### src/ptec_pkg.sv
// Package: constants, states and carrier structs for transmit-enable control
`default_nettype none
package ptec_pkg;
    localparam int unsigned CLK_HZ        = 40_000_000;
    localparam int unsigned CHAR_CYC      = 16;     // Cycles per character phase
    localparam int unsigned FRAME_MS      = 16;     // Frame time in ms
    localparam int unsigned FRAME_CYC     = (CLK_HZ / 1000) * FRAME_MS;
    localparam int unsigned SCREEN_CHARS  = 1040;
    localparam int unsigned LINE_CHARS    = 80;
    localparam logic [7:0]  CHAR_STX      = 8'h02;
    localparam logic [7:0]  CHAR_ETX      = 8'h03;
    localparam int unsigned ADDR_MSB      = 7;

    typedef enum logic [2:0] {
        PTEC_IDLE   = 3'b000,
        PTEC_RTS    = 3'b001,
        PTEC_WAITT  = 3'b010,
        PTEC_SEND   = 3'b011,
        PTEC_TOARM  = 3'b100,
        PTEC_TOWAIT = 3'b101,
        PTEC_TOPULS = 3'b110
    } ptec_state_e;

    typedef enum logic [1:0] {
        PTEC_OS_IDLE  = 2'b00,
        PTEC_OS_FRAME = 2'b01,
        PTEC_OS_STEP  = 2'b10,
        PTEC_OS_ADV   = 2'b11
    } ptec_os_e;

    // Phase and frame timing pulses
    typedef struct packed {
        logic ph1;
        logic ph3;
        logic ph4;
        logic frame;
    } ptec_tick_s;

    // Received character with its parity verdict
    typedef struct packed {
        logic       valid;
        logic       parity_err;
        logic [7:0] data;
    } ptec_rx_s;
endpackage : ptec_pkg
`default_nettype wire

### src/ptec_top.sv
// Polled transmit-enable sequencer with one-step transmit option
`default_nettype none
module ptec_top
    import ptec_pkg::*;
#(
    parameter int unsigned FRAME_CYCLES = FRAME_CYC
) (
    input  wire logic       clk_i,
    input  wire logic       reset_i,
    input  wire logic       send_key_i,
    input  wire logic       key_sample_strobe_i,
    input  wire logic       end_key_i,
    input  wire logic       one_step_en_i,
    input  wire logic       line_form_i,
    input  wire logic       rts_cts_fitted_i,
    input  wire logic       clear_to_send_i,
    input  wire ptec_rx_s   rx_char_i,
    input  wire logic [7:0] terminal_address_char_i,
    input  wire logic       end_mark_in_entry_register_i,
    input  wire logic       end_mark_in_first_stage_i,
    input  wire logic       stages_empty_i,
    input  wire logic       step_up_done_i,
    input  wire logic       advance_line_done_i,
    output logic            receive_steer_o,
    output logic            transmit_steer_o,
    output logic            request_to_send_o,
    output logic            init_transmit_o,
    output logic            enter_header_o,
    output logic            first_stage_clear_pulse_o,
    output logic            timeout_pulse_o,
    output logic            one_step_launch_pulse_o,
    output logic            cursor_frame_reset_o,
    output logic            step_up_start_o,
    output logic            advance_line_start_o,
    output logic [7:0]      third_buffer_stage_o,
    output logic [7:0]      second_buffer_stage_o,
    output logic [7:0]      first_buffer_stage_o,
    output logic            end_seen_o,
    output ptec_tick_s      tick_o
);
    localparam int unsigned FW = $clog2(FRAME_CYCLES + 1);
    localparam int unsigned CW = $clog2(4 * CHAR_CYC);

    // Timing generator
    logic [CW-1:0] char_cnt;
    logic [FW-1:0] frame_cnt;
    ptec_tick_s    tick;

    always_ff @(posedge clk_i or posedge reset_i) begin
        if (reset_i) begin
            char_cnt <= '0;
        end else begin
            char_cnt <= char_cnt + 1'b1;
        end
    end

    always_ff @(posedge clk_i or posedge reset_i) begin
        if (reset_i) begin
            frame_cnt <= '0;
        end else if (frame_cnt == FW'(FRAME_CYCLES - 1)) begin
            frame_cnt <= '0;
        end else begin
            frame_cnt <= frame_cnt + 1'b1;
        end
    end

    always_comb begin
        tick.ph1   = (char_cnt == CW'(0));
        tick.ph3   = (char_cnt == CW'(2 * CHAR_CYC));
        tick.ph4   = (char_cnt == CW'(3 * CHAR_CYC));
        tick.frame = (frame_cnt == '0);
    end
    assign tick_o = tick;

    // Frame elapsed latch: set at frame pulse, cleared by restart
    logic frame_seen;
    logic frame_restart;

    always_ff @(posedge clk_i or posedge reset_i) begin
        if (reset_i) begin
            frame_seen <= 1'b0;
        end else if (frame_restart) begin
            frame_seen <= 1'b0;
        end else if (tick.frame) begin
            frame_seen <= 1'b1;
        end
    end

    // One-step option
    ptec_os_e os_state;
    logic     launch;
    logic     frame_reset_done;

    // Cursor reset in slot three must come before the launching frame
    // pulse, or the send would start from a stale cursor position
    always_ff @(posedge clk_i or posedge reset_i) begin
        if (reset_i) begin
            frame_reset_done <= 1'b0;
        end else if (os_state != PTEC_OS_FRAME) begin
            frame_reset_done <= 1'b0;
        end else if (tick.ph3) begin
            frame_reset_done <= 1'b1;
        end
    end

    always_ff @(posedge clk_i or posedge reset_i) begin
        if (reset_i) begin
            os_state <= PTEC_OS_IDLE;
        end else begin
            case (os_state)
                PTEC_OS_IDLE: begin
                    if (one_step_en_i && end_key_i) begin
                        os_state <= line_form_i ? PTEC_OS_STEP
                                                : PTEC_OS_FRAME;
                    end
                end
                PTEC_OS_FRAME: begin
                    if (tick.frame && frame_reset_done) begin
                        os_state <= PTEC_OS_IDLE;
                    end
                end
                PTEC_OS_STEP: begin
                    if (step_up_done_i) begin
                        os_state <= PTEC_OS_ADV;
                    end
                end
                PTEC_OS_ADV: begin
                    if (advance_line_done_i) begin
                        os_state <= PTEC_OS_IDLE;
                    end
                end
                default: os_state <= PTEC_OS_IDLE;
            endcase
        end
    end

    // Cursor reset in slot three bounds the send to 1040 chars
    assign cursor_frame_reset_o = (os_state == PTEC_OS_FRAME)
                                  && !frame_reset_done
                                  && tick.ph3;
    // Line form bounds the send to one line of 80 chars
    assign step_up_start_o = (os_state == PTEC_OS_IDLE) && one_step_en_i
                             && end_key_i && line_form_i;
    // Advance starts in slot four, in the phase-four cycle itself
    assign advance_line_start_o = (os_state == PTEC_OS_ADV) && tick.ph4;
    assign launch = ((os_state == PTEC_OS_FRAME) && tick.frame
                     && frame_reset_done)
                    || ((os_state == PTEC_OS_ADV)
                        && advance_line_done_i);
    assign one_step_launch_pulse_o = launch;

    // Pending transmit latch
    logic pending;
    logic clear_fire;

    always_ff @(posedge clk_i or posedge reset_i) begin
        if (reset_i) begin
            pending <= 1'b0;
        end else if ((send_key_i && key_sample_strobe_i) || launch) begin
            pending <= 1'b1;
        end else if (clear_fire) begin
            pending <= 1'b0;
        end
    end

    // Directive decode
    logic start_seen;
    logic addr_match;
    logic prev_stx;
    logic read_ok;
    logic is_etx;

    assign is_etx = rx_char_i.valid && (rx_char_i.data == CHAR_ETX);

    always_ff @(posedge clk_i or posedge reset_i) begin
        if (reset_i) begin
            start_seen <= 1'b0;
            addr_match <= 1'b0;
            prev_stx   <= 1'b0;
        end else if (rx_char_i.valid && receive_steer_o) begin
            prev_stx <= (rx_char_i.data == CHAR_STX);
            if (rx_char_i.data == CHAR_STX) begin
                start_seen <= 1'b1;
                addr_match <= 1'b0;
            end else if (is_etx) begin
                start_seen <= 1'b0;
                addr_match <= 1'b0;
            end else if (prev_stx && start_seen && (rx_char_i.data[6:0]
                         == terminal_address_char_i[6:0])) begin
                addr_match <= 1'b1;
                // Read directive leaves only the match flag
                if (rx_char_i.data[ADDR_MSB]) begin
                    start_seen <= 1'b0;
                end
            end else if (prev_stx) begin
                start_seen <= 1'b0;
            end
        end
    end

    // Write directive simply leaves receive steering on
    assign read_ok = is_etx && !rx_char_i.parity_err && addr_match
                     && !start_seen;

    // Transmit sequencer
    ptec_state_e state;
    logic        cts_ok;
    logic        nobiz_block;

    assign cts_ok = rts_cts_fitted_i ? clear_to_send_i : 1'b1;

    always_ff @(posedge clk_i or posedge reset_i) begin
        if (reset_i) begin
            state <= PTEC_IDLE;
        end else begin
            case (state)
                PTEC_IDLE: begin
                    if (read_ok) begin
                        state <= PTEC_RTS;
                    end
                end
                PTEC_RTS: begin
                    if (cts_ok && tick.ph1) begin
                        state <= PTEC_WAITT;
                    end
                end
                PTEC_WAITT: begin
                    if (frame_seen && tick.ph3) begin
                        state <= PTEC_SEND;
                    end
                end
                PTEC_SEND: begin
                    if (end_seen_o && stages_empty_i && tick.ph3) begin
                        state <= PTEC_TOARM;
                    end
                end
                PTEC_TOARM: begin
                    if (tick.ph4) begin
                        state <= PTEC_TOWAIT;
                    end
                end
                PTEC_TOWAIT: begin
                    if (frame_seen) begin
                        state <= PTEC_TOPULS;
                    end
                end
                PTEC_TOPULS: begin
                    // Pulse rides on phase four; its trailing edge ends here
                    if (tick.ph4) begin
                        state <= PTEC_IDLE;
                    end
                end
                default: state <= PTEC_IDLE;
            endcase
        end
    end

    // Restart before each timed wait so an older frame pulse cannot end it
    assign frame_restart = (state == PTEC_RTS && cts_ok && tick.ph1)
                           || (state == PTEC_WAITT && frame_seen
                               && tick.ph3)
                           || (state == PTEC_TOARM && tick.ph4);

    assign init_transmit_o = (state == PTEC_IDLE) && read_ok;
    assign enter_header_o  = (state == PTEC_RTS) && cts_ok && tick.ph1;
    assign timeout_pulse_o = (state == PTEC_TOPULS) && tick.ph4;
    // Receive stays on while idle, even with a transmit pending
    assign receive_steer_o = (state == PTEC_IDLE);
    // RTS and transmit steering hold through the time-out pulse itself
    assign request_to_send_o = (state != PTEC_IDLE);
    assign transmit_steer_o = (state == PTEC_SEND) || (state == PTEC_TOARM)
                              || (state == PTEC_TOWAIT)
                              || (state == PTEC_TOPULS);

    // Message search arm and no-business block
    always_ff @(posedge clk_i or posedge reset_i) begin
        if (reset_i) begin
            nobiz_block <= 1'b0;
        end else if (enter_header_o) begin
            nobiz_block <= 1'b0;
        end else if (state == PTEC_SEND && frame_seen && tick.ph4) begin
            nobiz_block <= 1'b1;
        end
    end

    assign clear_fire = pending && !nobiz_block && (state == PTEC_SEND)
                        && end_mark_in_entry_register_i;
    assign first_stage_clear_pulse_o = clear_fire;

    // End-seen flag; set wins over the idle clear
    always_ff @(posedge clk_i or posedge reset_i) begin
        if (reset_i) begin
            end_seen_o <= 1'b0;
        end else if (enter_header_o
                     || (transmit_steer_o
                         && end_mark_in_first_stage_i)) begin
            end_seen_o <= 1'b1;
        end else if (timeout_pulse_o || clear_fire) begin
            end_seen_o <= 1'b0;
        end
    end

    // Header buffer stages
    always_ff @(posedge clk_i or posedge reset_i) begin
        if (reset_i) begin
            third_buffer_stage_o  <= 8'h00;
            second_buffer_stage_o <= 8'h00;
            first_buffer_stage_o  <= 8'h00;
        end else if (init_transmit_o) begin
            third_buffer_stage_o  <= 8'h00;
            second_buffer_stage_o <= 8'h00;
        end else if (enter_header_o) begin
            third_buffer_stage_o  <= CHAR_STX;
            second_buffer_stage_o <= terminal_address_char_i;
            first_buffer_stage_o  <= CHAR_ETX;
        end
    end
endmodule : ptec_top
`default_nettype wire

### config.mk
export PLATFORM = sky130hd
export DESIGN_NAME = ptec_top
export DESIGN_NICKNAME = d
export VERILOG_FILES = /design/src/ptec_pkg.sv /design/src/ptec_top.sv
export SDC_FILE = /design/constraint.sdc
export NUM_CORES = 1
export LEC_CHECK = 0
export ABC_CLOCK_PERIOD_IN_PS = 1600
export BUFFER_PORTS_ARGS = -buffer_cell sky130_fd_sc_hd__buf_2
export CAP_MARGIN = 20
export CORE_MARGIN = 2
export CORE_UTILIZATION = 25
export DETAILED_ROUTE_END_ITERATION = 8
export GPL_TIMING_DRIVEN = 0
export HOLD_SLACK_MARGIN = 0.08
export PLACE_DENSITY = 0.55
export SLEW_MARGIN = 20
export SYNTH_ARGS = -nofsm -noshare
export SYNTH_HDL_FRONTEND = slang
export SYNTH_SLANG_ARGS = --single-unit
### constraint.sdc
create_clock -name clk_i -period 1.6 [get_ports clk_i]
set_clock_uncertainty 0.1 [all_clocks]
set_input_delay 0.16 -clock clk_i [delete_from_list [all_inputs] [get_ports clk_i]]
set_output_delay 0.16 -clock clk_i [all_outputs]
set_load 0.01 [all_outputs]
# Yosys cells after proc, flatten, opt, wreduce, memory -nomap -nowiden
# Index checks and enable logic that the tools add are counted.
# totals
latch_bits,0
ff_bits,56
ram_bits,0
romBits,0
mem_count,0
word_cells,151
input_bits,32
out_inout_bits,40
# op_classes
shift,0
n_reduce_logical,67
magnitude_cmp,0
bitwise,1
mul,0
mux,38
eq_ne,28
add_sub_neg,2
n_div,0
# op_table
op,count
$logic_and 1x1->1,36
$mux 8,4
$mux 3,7
$pmux 3 s7,1
$add 20x1->20 const B,1
$eq 20x20->1 const B,1
$logic_not 20->1,1
$mux 20,1
$ne 2x2->1 const B,10
$mux 1,19
$eq 8x2->1 const B,2
$eq 6x6->1 const B,2
$reduce_bool 2->1,6
$mux 2,5
$eq 3x3->1 const B,3
$logic_or 1x1->1,9
$pmux 2 s4,1
$eq 7x7->1,1
$reduce_and 7->1,1
$add 6x1->6 const B,1
$eq 3x2->1 const B,2
$logic_not 6->1,1
$reduce_bool 3->1,2
$eq 2x2->1 const B,2
other kinds (12),17

# Logic depth before layout (Yosys ltp)
# Gate-level depths: netlist (run 1).
# depth
depth_word,8
depth_mapped,8
mapped_depth_nobuf,6

# Least setup slack after synthesis (run 1)
# OpenSTA, ideal clock, no wires.
# synth_path
path_kind,register to register
start,register char_cnt[0]
end,register state[0]
setup_slack_ns,-0.182
n_path_buf,1
stages_incl_launch_ff,8
period_less_slack_ns,1.782
setup_ns,0.125
t_arrival_ns,1.558
required_time_ns,1.375
cell_sequence,dfrtp_1 inv_1 ha_1 and4b_1 buf_2 a21oi_1 nor3_2 mux2_2
# synth_lines
element,line,rtl
from (decl),ptec_top.sv:45,logic [CW-1:0] char_cnt;
from (signal assigned),ptec_top.sv:53,char_cnt <= char_cnt + 1'b1;
to (signal assigned),ptec_top.sv:214,state <= PTEC_IDLE;
to (signal assigned),ptec_top.sv:219,state <= PTEC_RTS;
to (signal assigned),ptec_top.sv:224,state <= PTEC_WAITT;
to (decl),ptec_top.sv:206,ptec_state_e state;

# Worst setup path in the final report (run 1)
# layout_path
start,register frame_cnt[5]
end,output one_step_launch_pulse_o
# layout_between
elab_chain_cells,4
# layout_lines
element,line,rtl
from (decl),ptec_top.sv:46,logic [FW-1:0] frame_cnt;
from (signal assigned),ptec_top.sv:63,frame_cnt <= frame_cnt + 1'b1;
$logic_not 20->1,ptec_top.sv:71,tick.frame = (frame_cnt == '0);
$logic_and 1x1->1,ptec_top.sv:146,assign launch = ((os_state == PTEC_OS_FRAME) && tick.frame
$logic_and 1x1->1,ptec_top.sv:147,&& frame_reset_done)
$logic_or 1x1->1,ptec_top.sv:148,|| ((os_state == PTEC_OS_ADV)
to (decl),ptec_top.sv:31,"output logic one_step_launch_pulse_o,"
# Every way passes these cells.

==> summary.md, run 1 <==
| Metric | Value |
|---|---|
| Status | finished, violations left |
| Failing checks | negative setup slack |
| Post-Place Setup Slack | -0.272 ns |
| Worst R2R Start | frame_cnt[5] |
| Antenna diode count | 0 |
| Post-synthesis sequential area ratio | 0.466 |
| Primary FF master, synth | dfrtp_1 |
| Clock share of power | 0.366 |
| Switching fraction of total power | 0.245 |
| Maximum vdd ir drop | 352 uV |
| Total area of sequential cells | 1230 sq um |
| Overall overflow remaining after global route | 0 |
| Total area of multi-input combinational cells | 1520 sq um |
| Top-area cell type share of the netlist area | 0.466 |
| Data required time at the worst endpoint | 1.34 ns |
| CTS Root Buffer Type | clkbuf_8 |
| Most used routing layer in global routing | met2 |
| Share of final-layout standard cells stronger than drive strength 1 | 0.473 |
| Logic depth of the worst register-to-register path | 7 |
| Startpoint Class | flop |
| Synthesized cell area | 2630 sq um |
| Average size of a mapped cell | 10.3 sq um |
| Class of the tightest hold or removal check | in -> reg |
| Met2 global-route usage | 0.197 |
| Die area | 11,400 sq um |
| Worst path setup slack after routing | -0.374 ns |
| Launching element of the worst setup path | frame_cnt[5] |
| Standby leakage power | 2.01 nW |
| Layout area overhead | 57.1% |
| Number of sinks driven by the clock tree | 49 |
| Number of warnings printed during yosys synthesis | 0 |
| Most area-consuming cells after synthesis | dfrtp_1, xnor2_1, buf_4 |
| Final cell count without fillers | 523 |
| Final Wtd Congestion | 0.789 |
| Power per Cell Area | 603 nW/um^2 |
| DR DRC count | 0 |
| Row count | 37 |
| Largest fanout of any net on the critical path | 2 |
| Detail-routed net length per standard cell | 12.8 microns |
| Switching power | 0.000610 W |
| TritonCTS clock tree | yes |
| Cell taking the most area after synthesis | dfrtp_1 |
| Worst Path Class, Setup | reg -> out |
| DRT antenna net count | 0 |
| Placed Instances | 462 |
| Power Internal | 0.00188 W |
| Die X-Extent | 107 microns |
| Fin crit share | 1.23 |
| Synthesized instance count | 255 |
| Average via count per standard cell | 4.37 |
| Max H-tree Level | 2 |
| Latest clock arrival within the worst-skew pair | 0.31 ns |
| Area of the placeable core | 10,300 sq um |
| RSZ-0062 raised after global routing | yes |
| Number of global-route vias before repair | 2,261 |
| Sequential fraction of design power | 0.520 |
| Total count of hold-check failures in the final report | 0 |
| Type of element capturing the critical path | output pin |
| Number of design-rule violations left by the first detailed-router iteration | 118 |
| Logic pwr share | 0.114 |
| Largest net degree at the start of global routing | 27 |
| Number of detailed-route iterations in the first pass | 4 |
| Count of input and output buffers | 58 |
| Top cell types by occurrence after synthesis | dfrtp_1, nor2_1, buf_4, xnor2_1, nand2_1 |
| Netlist cell types | 52 |
| Number of flops mapped to enable cells by yosys | 0 |
| Met3 Usage GRT | 0.0264 |
| Number of nets in the final layout | 422 |
| HPWL reported at the end of detailed placement | 4.23 mm |
| Most repeated cell in the gate-level netlist after synthesis | dfrtp_1 |
| Number of buffers on the longest clock path | 2 |
| Overall fraction of global-route tracks in use | 0.117 |
| I/O pin count | 72 |
| Arrival time at the worst endpoint | 1.71 ns |
| Fin Hold WS | 0.0970 ns |
| Number of antenna violations at the first check in global routing | 0 |
| First-pass GRT wire length | 10.6 mm |
| Post-Route Setup TNS | -5.95 ns |
| Number of max-slew violations in the final report | 0 |
| Post-synthesis register bit count | 49 |
| Max-Slew Margin vs Limit | 0.622 |
| Via count | 2,283 |
| Endpoint of the most critical setup path | one_step_launch_pulse_o |
| Layout fillers | 980 |
| Overall Power | 0.00249 W |
| Clock-pin slew on the worst setup and hold paths | 0.09 ns |
| Initial standard-cell utilization of the core | 0.256 |
| Slew at the pin with the worst max-slew slack | 0.565 ns |
| Met1 usage | 0.149 |
| Number of buffers created by CTS | 5 |
| Maximum clock rate | 507 MHz |
| Reg-to-Reg End | frame_cnt[13] |
| Reg2Reg Setup Slack | -0.23 ns |
| Final Routed Wirelength | 6.72 mm |
| Final-report setup violation count | 39 |
| Share of synthesized flip-flops with an asynchronous set or reset | 1.00 |
| Floorplan die height | 107 microns |
| Period minus WS final | 1.97 ns |
| Number of max-cap violations | 0 |
area by class of cell:
class,instances,share of cell area
Buffer,22,0.0481
Inverter,10,0.00908
Sequential cell,49,0.297
Multi-Input combinational cell,184,0.368
Tap cell,136,0.0412
Clock inverter,3,0.0112
Timing Repair Buffer,114,0.210
Clock buffer,5,0.0167
power groups by stage:
stage | sequential, W | combinational [W] | clock (W)
finish | 0.00130 | 0.000284 | 0.000912
CTS | 0.00129 | 0.000274 | 0.000953
floorplan | 0.00131 | 0.000135 | 0
global route | 0.00130 | 0.000313 | 0.000992
global placement | 0.00132 | 0.000210 | 0
detailed placement | 0.00132 | 0.000221 | 0
per-stage QoR:
stage | utilization | area [sq um]
4_1_cts | 0.382 | 3930
6_report | 0.402 | 4130
2_1_floorplan | - | 2700
3_5_place_dp | 0.309 | 3180
5_1_grt | 0.402 | 4130
3_3_place_gp | 0.307 | 3160
state kept, by name, indices dropped and copies added (netlist names):
signal,count
os_state,2
second_buffer_stage_o,8
pending,1
char_cnt,6
end_seen_o,1
frame_cnt,20
addr_match,1
nobiz_block,1
first_buffer_stage_o,1
frame_reset_done,1
start_seen,1
third_buffer_stage_o,1
state,3
prev_stx,1
frame_seen,1
how the worst min path moves through the flow:
stage,from,end,slack [ns],cells past startpoint
finish,rx_char_i[9],prev_stx,0.1,3
global route,rx_char_i[9],prev_stx,0.09,3
CTS,rx_char_i[9],prev_stx,0.08,3
detailed placement,reset_i,first_buffer_stage_o[0],0.15,2
global placement,end_mark_in_first_stage_i,end_seen_o,0.29,3
floorplan,end_mark_in_first_stage_i,end_seen_o,0.19,2
placed cells by master (no fill, tap or decap), types with 3 or more instances in the layout:
cell type      instances
xor2_1                 9
xnor2_1               16
a22o_1                 8
conb_1                13
buf_6                 27
nor3_4                 3
buf_4                 40
nand2_1               15
buf_2                 51
dfrtp_1               49
clkbuf_8               5
nand3_1                9
dlygate4sd3_1         13
nor2_1                18
and3_1                 5
nor2_4                 4
and4_1                 3
nor4_2                 3
inv_1                  6
nand4_1                6
nor2_2                 9
inv_2                  4
nor2b_1                5
layer usage:
layer,share of wire,vias to the layer above
met2,0.51,41
met5,0,-
met3,0.038,11
met1,0.44,1117
met4,0.017,0
li1,-,1114
cell families (layout without fill, tap and decap cells):
kind of cell               after synthesis  count (layout)  share of synthesized area
DFF                                     49              49                      0.466
adders and majority gates                4               4                     0.0190
buffers and inverters                   34             154                     0.0828
AOI/OAI and AO/OA                       28              28                     0.0823
and+or+nand+nor                        106             106                      0.235
other                                    1              13                    0.00143
muxes                                    4               4                     0.0162
xor gates and xnor gates                29              29                     0.0966
worst max-delay path, stage by stage (launching register included):
cell and delay [ns]:
dfrtp_1 0.42, nor4_4 0.33, nand3_2 0.13, nor3_4 0.24
a31o_4 0.19, buf_6 0.10
repair_timing:
action                     CTS  global route
setup buffers               31            13
hold endpoints to repair    34             0
setup endpoints to repair   42            47
gates cloned                 2             0
gates resized for setup     57            38
pin swaps                   29            22
hold buffers                13             0
Power figures use the tool's default switching activity.
==> inputs of run 2 (changes only) <==
Settings changed: ABC_CLOCK_PERIOD_IN_PS 1600 to 2100, PLACE_DENSITY 0.55 to 0.53.
Clock period 1.6 ns to 2.1 ns, I/O delays scaled along.
==> summary.md, run 2 (synthesized netlist as in run 1, its figures left out) <==
| Metric | Value |
|---|---|
| Number of sinks driven by the clock tree | 49 (unchanged) |
| Maximum clock rate | 500 MHz |
| Cell at the slowest stage of the critical path | dfrtp_1 (unchanged) |
| Number of detailed-route iterations in the first pass | 4 (unchanged) |
| CP max stage delay | 0.39 ns (was 0.42 ns) |
| Min-Delay Path Depth | 3 (unchanged) |
| Number of nets in the final layout | 387 (was 422) |
| HPWL reported at the end of detailed placement | 4.29 mm (was 4.23 mm) |
| Register ranked first by flip-flop count | frame_cnt (unchanged) |
| Die X-Extent | 107 microns (unchanged) |
| Number of design-rule violations left by the first detailed-router iteration | 91 (was 118) |
| Layout fillers | 1,082 (was 980) |
| Reg2Reg Setup Slack | 0.20 ns (was -0.23 ns) |
| Period minus WS final | 2.00 ns |
| RSZ-0062 raised after global routing | yes (unchanged) |
| Floorplan die height | 107 microns (unchanged) |
| Status | complete, no violations (was finished, violations left) |
| Number of buffers on the longest clock path | 2 (unchanged) |
| Final Cell Area | 3520 sq um (was 4130 sq um) |
| Power per Cell Area | 528 nW/um^2 (was 603 nW/um^2) |
| I/O pin count | 72 (unchanged) |
| Max H-tree Level | 2 (unchanged) |
| Detail-routed net length per standard cell | 11.9 microns (was 12.8 microns) |
| Overall overflow remaining after global route | 0 (unchanged) |
| Startpoint Class | flop (unchanged) |
| CP Cell Sequence | inv_1 -> ha_4 -> o2111a_1 -> and3_1 -> buf_6 -> buf_8 -> buf_2 (was nor4_4 -> nand3_2 -> nor3_4 -> a31o_4 -> buf_6) |
| Latest clock arrival within the worst-skew pair | 0.30 ns (was 0.31 ns) |
| Number of max-cap violations | 0 (unchanged) |
| DR DRC count | 0 (unchanged) |
| Area of the placeable core | 10,300 sq um (unchanged) |
| Antenna diode count | 0 (unchanged) |
| Row count | 37 (unchanged) |
| Number of global-route vias before repair | 1,959 (was 2,261) |
| Average via count per standard cell | 4.34 (was 4.37) |
| Critical path's top delay family | buffers and inverters (was simple AND/OR/NAND/NOR gates) |
| Worst R2R Start | char_cnt[1] (was frame_cnt[5]) |
| Share of final-layout standard cells stronger than drive strength 1 | 0.338 (was 0.473) |
| Largest net degree at the start of global routing | 32 (was 27) |
| Total count of hold-check failures in the final report | 0 (unchanged) |
| Highest metal layer with signal wires | met4 (unchanged) |
| Total length of routed met3 wires | 253 microns (was 256 microns) |
| Number of buffers created by CTS | 5 (unchanged) |
| End point of the worst hold path | prev_stx (unchanged) |
| Placed Instances | 462 (unchanged) |
| TritonCTS clock tree | yes (unchanged) |
| Final Routed Wirelength | 5.82 mm (was 6.72 mm) |
| Count of input and output buffers | 58 (unchanged) |
| Overall Power | 0.00186 W (was 0.00249 W) |
| Cell area after placement | 3160 sq um (was 3180 sq um) |
| Type of element capturing the critical path | output pin (unchanged) |
| Final-report setup violation count | 0 (was 39) |
| Die area | 11,400 sq um (unchanged) |
| Via count | 2,117 (was 2,283) |
| CTS Root Buffer Type | clkbuf_8 (unchanged) |
| Class of the tightest hold or removal check | in -> reg (unchanged) |
| Arrival time at the worst endpoint | 1.69 ns (was 1.71 ns) |
| Total area of sequential cells | 1230 sq um (about the same) |
| Number of buffers and inverters on the critical path | 4 (was 1) |
| Worst hold start | rx_char_i[9] (unchanged) |
| First-pass GRT wire length | 9.23 mm (was 10.6 mm) |
| Maximum vdd ir drop | 246 uV (was 352 uV) |
| Most frequent cells in the layout | buf_2, dfrtp_1, nor2_1, buf_4, xnor2_1 (was buf_2, dfrtp_1, buf_4, buf_6, nor2_1) |
| Initial standard-cell utilization of the core | 0.256 (unchanged) |
| Number of max-slew violations in the final report | 0 (unchanged) |
| Fin crit share | 0.952 |
| Clock-pin slew on the worst setup and hold paths | 0.10 ns (was 0.09 ns) |
| Most frequent standard cell in the layout excluding fill and tap cells | buf_2 (unchanged) |
| Data required time at the worst endpoint | 1.79 ns (was 1.34 ns) |
| Logic depth of the worst register-to-register path | 7 (unchanged) |
| Largest register FFs | 20 (unchanged) |
| Number of antenna violations at the first check in global routing | 0 (unchanged) |
| Reg-to-Reg End | state[1] (was frame_cnt[13]) |
| Sum of routed wire segments on met1 | 2.68 mm (was 2.93 mm) |
| Registers with the most flip-flops | frame_cnt: 20 flops, second_buffer_stage_o: 8 flops, char_cnt: 6 flops (unchanged) |
| Overall fraction of global-route tracks in use | 0.100 (was 0.117) |
| Layout area overhead | 33.9% (was 57.1%) |
| Met2 wirelength from detailed routing | 2.86 mm (was 3.41 mm) |
| Worst Path Class, Setup | reg -> out (unchanged) |
| Final cell count without fillers | 488 (was 523) |
| Largest fanout of any net on the critical path | 6 (was 2) |
| Total area of multi-input combinational cells | 1290 sq um (was 1520 sq um) |
| DRT antenna net count | 0 (unchanged) |
| Final Wtd Congestion | 0.788 (was 0.789) |
| Standby leakage power | 1.77 nW (was 2.01 nW) |
-- run 2: changes by cell type in the layout (fill, tap and decap cells not counted), sizes merged --
| cell | change |
|---|---|
| buf | -34 |
| clkbuf | -1 |
-- run 2: layout make-up --
type / instances / share of cell area
buffer: 24 / 0.0551
clock buffer: 5 / 0.0195
clock inverter: 3 / 0.0131
inverter: 10 / 0.0107
multi-input combinational: 184 / 0.366
sequential: 49 / 0.349
tap: 136 / 0.0483
timing repair buffer: 77 / 0.138
-- run 2: worst max-delay path by stage --
stage | to | slack (ns) | start | cells past startpoint
2_1_floorplan | state[0] | 0.32 | char_cnt[0] | 7
3_3_place_gp | pending | -0.16 | reset_i | 2
3_5_place_dp | enter_header_o | 0.16 | char_cnt[0] | 7
4_1_cts | one_step_launch_pulse_o | 0.004 | frame_cnt[5] | 5
5_1_grt | one_step_launch_pulse_o | -0.02 | frame_cnt[13] | 5
6_report | enter_header_o | 0.10 | char_cnt[1] | 7
-- run 2: stage by stage --
step,TNS [ns],setup WS (ns),hold WS [ns],util
after CTS,0,0.00427,0.127,0.335
final,0,0.101,0.151,0.343
after global placement,-7.62,-0.160,0.342,0.305
after floorplan,0,0.318,0.241,-
after detailed placement,0,0.155,0.156,0.307
after global routing,-0.0310,-0.0179,0.160,0.343
-- run 2: repair_timing --
item	CTS	global route
gates cloned	0	0
hold endpoints to repair	29	0
pin swaps	1	7
hold buffers	13	0
buffers inserted	3	2
gates resized for setup	7	12
setup endpoints to repair	2	4
-- run 2: worst reg2reg max path: stages, from the launching register on --
cell and delay [ns]:
dfrtp_1 0.39, inv_1 0.11, ha_4 0.16, and4b_1 0.18, buf_2 0.16, a21oi_1 0.11, nor3_2 0.22, mux2_2 0.36
-- run 2: per-layer routing --
| layer | up-vias | track usage |
|---|---|---|
| met2 | 40 | 0.167 |
| met3 | 2 | 0.0227 |
| met4 | 0 | 0.0278 |
| met1 | 1029 | 0.130 |
| met5 | - | 0 |
| li1 | 1046 | - |
-- run 2: report_power, final --
part	total, W	internal (W)	switching (W)
Clock	0.000678	0.000357	0.000322
Combinational	0.000194	0.000102	0.0000927
Sequential	0.000985	0.000962	0.0000236
Total	0.00186	0.00142	0.000438
==> inputs of run 3 (changes only) <==
Settings changed: CORE_MARGIN 2 to 1.
==> summary.md, run 3 (synthesized netlist as in run 1, its figures left out) <==
| Metric | Value |
|---|---|
| Detail-routed net length per standard cell | 11.6 microns (was 11.9 microns) |
| First-pass GRT wire length | 9.52 mm (was 9.23 mm) |
| Largest register FFs | 20 (unchanged) |
| Registers with the most flip-flops | frame_cnt: 20 flops, second_buffer_stage_o: 8 flops, char_cnt: 6 flops (unchanged) |
| Post-layout util | 0.338 (was 0.343) |
| Most frequent standard cell in the layout excluding fill and tap cells | buf_2 (unchanged) |
| CP Cell Sequence | nor4_2 -> nand2_1 -> nor3_4 -> a31o_4 -> buf_6 (was inv_1 -> ha_4 -> o2111a_1 -> and3_1 -> buf_6 -> buf_8 -> buf_2) |
| Clock-pin slew on the worst setup and hold paths | 0.09 ns (was 0.10 ns) |
| Register ranked first by flip-flop count | frame_cnt (unchanged) |
| DR DRC count | 0 (unchanged) |
| Met2 global-route usage | 0.179 (was 0.167) |
| Count of input and output buffers | 58 (unchanged) |
| Standby leakage power | 1.76 nW (was 1.77 nW) |
| Share of final-layout standard cells stronger than drive strength 1 | 0.333 (was 0.338) |
| Area of the placeable core | 10,300 sq um (unchanged) |
| Number of max-slew violations in the final report | 0 (unchanged) |
| Total area of sequential cells | 1230 sq um (about the same) |
| Status | complete, no violations (unchanged) |
| Startpoint Class | flop (unchanged) |
| Final Routed Wirelength | 5.66 mm (was 5.82 mm) |
| I/O pin count | 72 (unchanged) |
| Total count of hold-check failures in the final report | 0 (unchanged) |
| Final Wtd Congestion | 0.780 (was 0.788) |
| Logic depth of the worst register-to-register path | 7 (unchanged) |
| Layout fillers | 1,066 (was 1,082) |
| Cell at the slowest stage of the critical path | dfrtp_1 (unchanged) |
| Fin crit share | 0.963 (was 0.952) |
| Type of element capturing the critical path | output pin (unchanged) |
| Arrival time at the worst endpoint | 1.71 ns (was 1.69 ns) |
| Overall overflow remaining after global route | 0 (unchanged) |
| Number of detailed-route iterations in the first pass | 4 (unchanged) |
| Antenna diode count | 0 (unchanged) |
| CP max stage delay | 0.42 ns (was 0.39 ns) |
| Number of design-rule violations left by the first detailed-router iteration | 51 (was 91) |
| Worst Path Class, Setup | reg -> out (unchanged) |
| Max-Slew Margin vs Limit | 0.628 |
| Average via count per standard cell | 4.34 (about the same) |
| Number of nets in the final layout | 386 (was 387) |
| HPWL reported at the end of detailed placement | 4.17 mm (was 4.29 mm) |
| Number of buffers on the longest clock path | 2 (unchanged) |
| Layout area overhead | 32.0% (was 33.9%) |
| Largest net degree at the start of global routing | 27 (was 32) |
| Maximum vdd ir drop | 255 uV (was 246 uV) |
| Power per Cell Area | 515 nW/um^2 (was 528 nW/um^2) |
| Maximum clock rate | 495 MHz (was 500 MHz) |
| Min-Delay Path Depth | 2 (was 3) |
| Row count | 37 (unchanged) |
| Final Cell Area | 3470 sq um (was 3520 sq um) |
| Period minus WS final | 2.02 ns (was 2.00 ns) |
| Met1 usage | 0.141 (was 0.130) |
| Number of max-cap violations | 0 (unchanged) |
| Data required time at the worst endpoint | 1.79 ns (about the same) |
| Floorplan die height | 105 microns (was 107 microns) |
| TritonCTS clock tree | yes (unchanged) |
| Total area of multi-input combinational cells | 1270 sq um (was 1290 sq um) |
| Number of sinks driven by the clock tree | 49 (unchanged) |
| Class of the tightest hold or removal check | in -> reg (unchanged) |
| Overall fraction of global-route tracks in use | 0.109 (was 0.100) |
| Overall Power | 0.00179 W (was 0.00186 W) |
| Initial standard-cell utilization of the core | 0.256 (unchanged) |
| DRT antenna net count | 0 (unchanged) |
| Final-report setup violation count | 0 (unchanged) |
| Met3 Usage GRT | 0.0262 (was 0.0227) |
| Most used routing layer in global routing | met2 (unchanged) |
| Via count | 2,114 (was 2,117) |
| CTS Root Buffer Type | clkbuf_8 (unchanged) |
| Largest fanout of any net on the critical path | 4 (was 6) |
| Max H-tree Level | 2 (unchanged) |
| Number of global-route vias before repair | 1,992 (was 1,959) |
| Post-Route Setup TNS | 0 ns (unchanged) |
| Latest clock arrival within the worst-skew pair | 0.30 ns (about the same) |
| RSZ-0062 raised after global routing | yes (unchanged) |
| Number of antenna violations at the first check in global routing | 0 (unchanged) |
| Die X-Extent | 105 microns (was 107 microns) |
| Most frequent cells in the layout | buf_2, dfrtp_1, nor2_1, buf_4, xnor2_1 (unchanged) |
| Die area | 10,900 sq um (was 11,400 sq um) |
| Cell area after placement | 3160 sq um (unchanged) |
| Number of buffers created by CTS | 5 (unchanged) |
| Slew at the pin with the worst max-slew slack | 0.558 ns |
run 3: changes by cell type in the layout (fill, tap and decap cells not counted), sizes merged:
cell / before / now
clkinvlp: 1 / 0
dlygate4sd3: 13 / 12
buf: 88 / 87
bufinv: 1 / 0
clkbuf: 5 / 8
run 3: repair_timing:
item	4_1_cts	5_1_grt
hold buffers	12	0
setup endpoints to repair	3	4
buffers inserted	1	5
pin swaps	2	7
resized for setup	9	7
endpoints found under the hold margin	33	0
run 3: metrics by stage:
step           setup slack [ns]  cells  hold slack (ns)
3_5_place_dp              0.137    462            0.198
5_1_grt                 -0.0340    487           0.0895
2_1_floorplan             0.318    267            0.241
6_report                 0.0780    487           0.0903
4_1_cts                 0.00130    483           0.0808
3_3_place_gp             -0.101    461            0.342
run 3: metal layers:
metal | part of all wire | up-vias
met2 | 0.50 | 46
met5 | 0 | -
li1 | - | 1050
met4 | 0.011 | 0
met3 | 0.044 | 5
met1 | 0.45 | 1013
run 3: final timing paths:
| path | from | endpoint | slack, ns |
|---|---|---|---|
| max reg2reg | char_cnt[1] | state[0] | 0.21 |
| max in group asynchronous | reset_i | char_cnt[2] | 0.95 |
| min in group asynchronous | reset_i | second_buffer_stage_o[7] | 0.41 |
| min reg2reg | nobiz_block | nobiz_block | 0.39 |
| min | terminal_address_char_i[2] | second_buffer_stage_o[2] | 0.09 |
| max | frame_cnt[7] | one_step_launch_pulse_o | 0.08 |
run 3: cell type report:
class / instances / share of cell area
repair buffers: 77 / 0.139
inverters: 10 / 0.0108
clock buffers: 7 / 0.0277
plain buffers: 23 / 0.0523
flip-flops and latches: 49 / 0.354
clock inverters: 1 / 0.00144
well taps: 136 / 0.0490
multi-input cells: 184 / 0.366
run 3: report_power, final:
group	internal, W	switching (W)
logic	0.000100	0.0000919
registers	0.000962	0.0000237
clock network	0.000298	0.000311
run 3: critical path: cells and delay by family (launching register included):
| family | cells | cell delay (ns) |
|---|---|---|
| AO/OA/AOI/OAI | 1 | 0.20 |
| buffers and inverters | 1 | 0.10 |
| flip-flops | 1 | 0.42 |
| AND/OR/NAND/NOR | 3 | 0.70 |
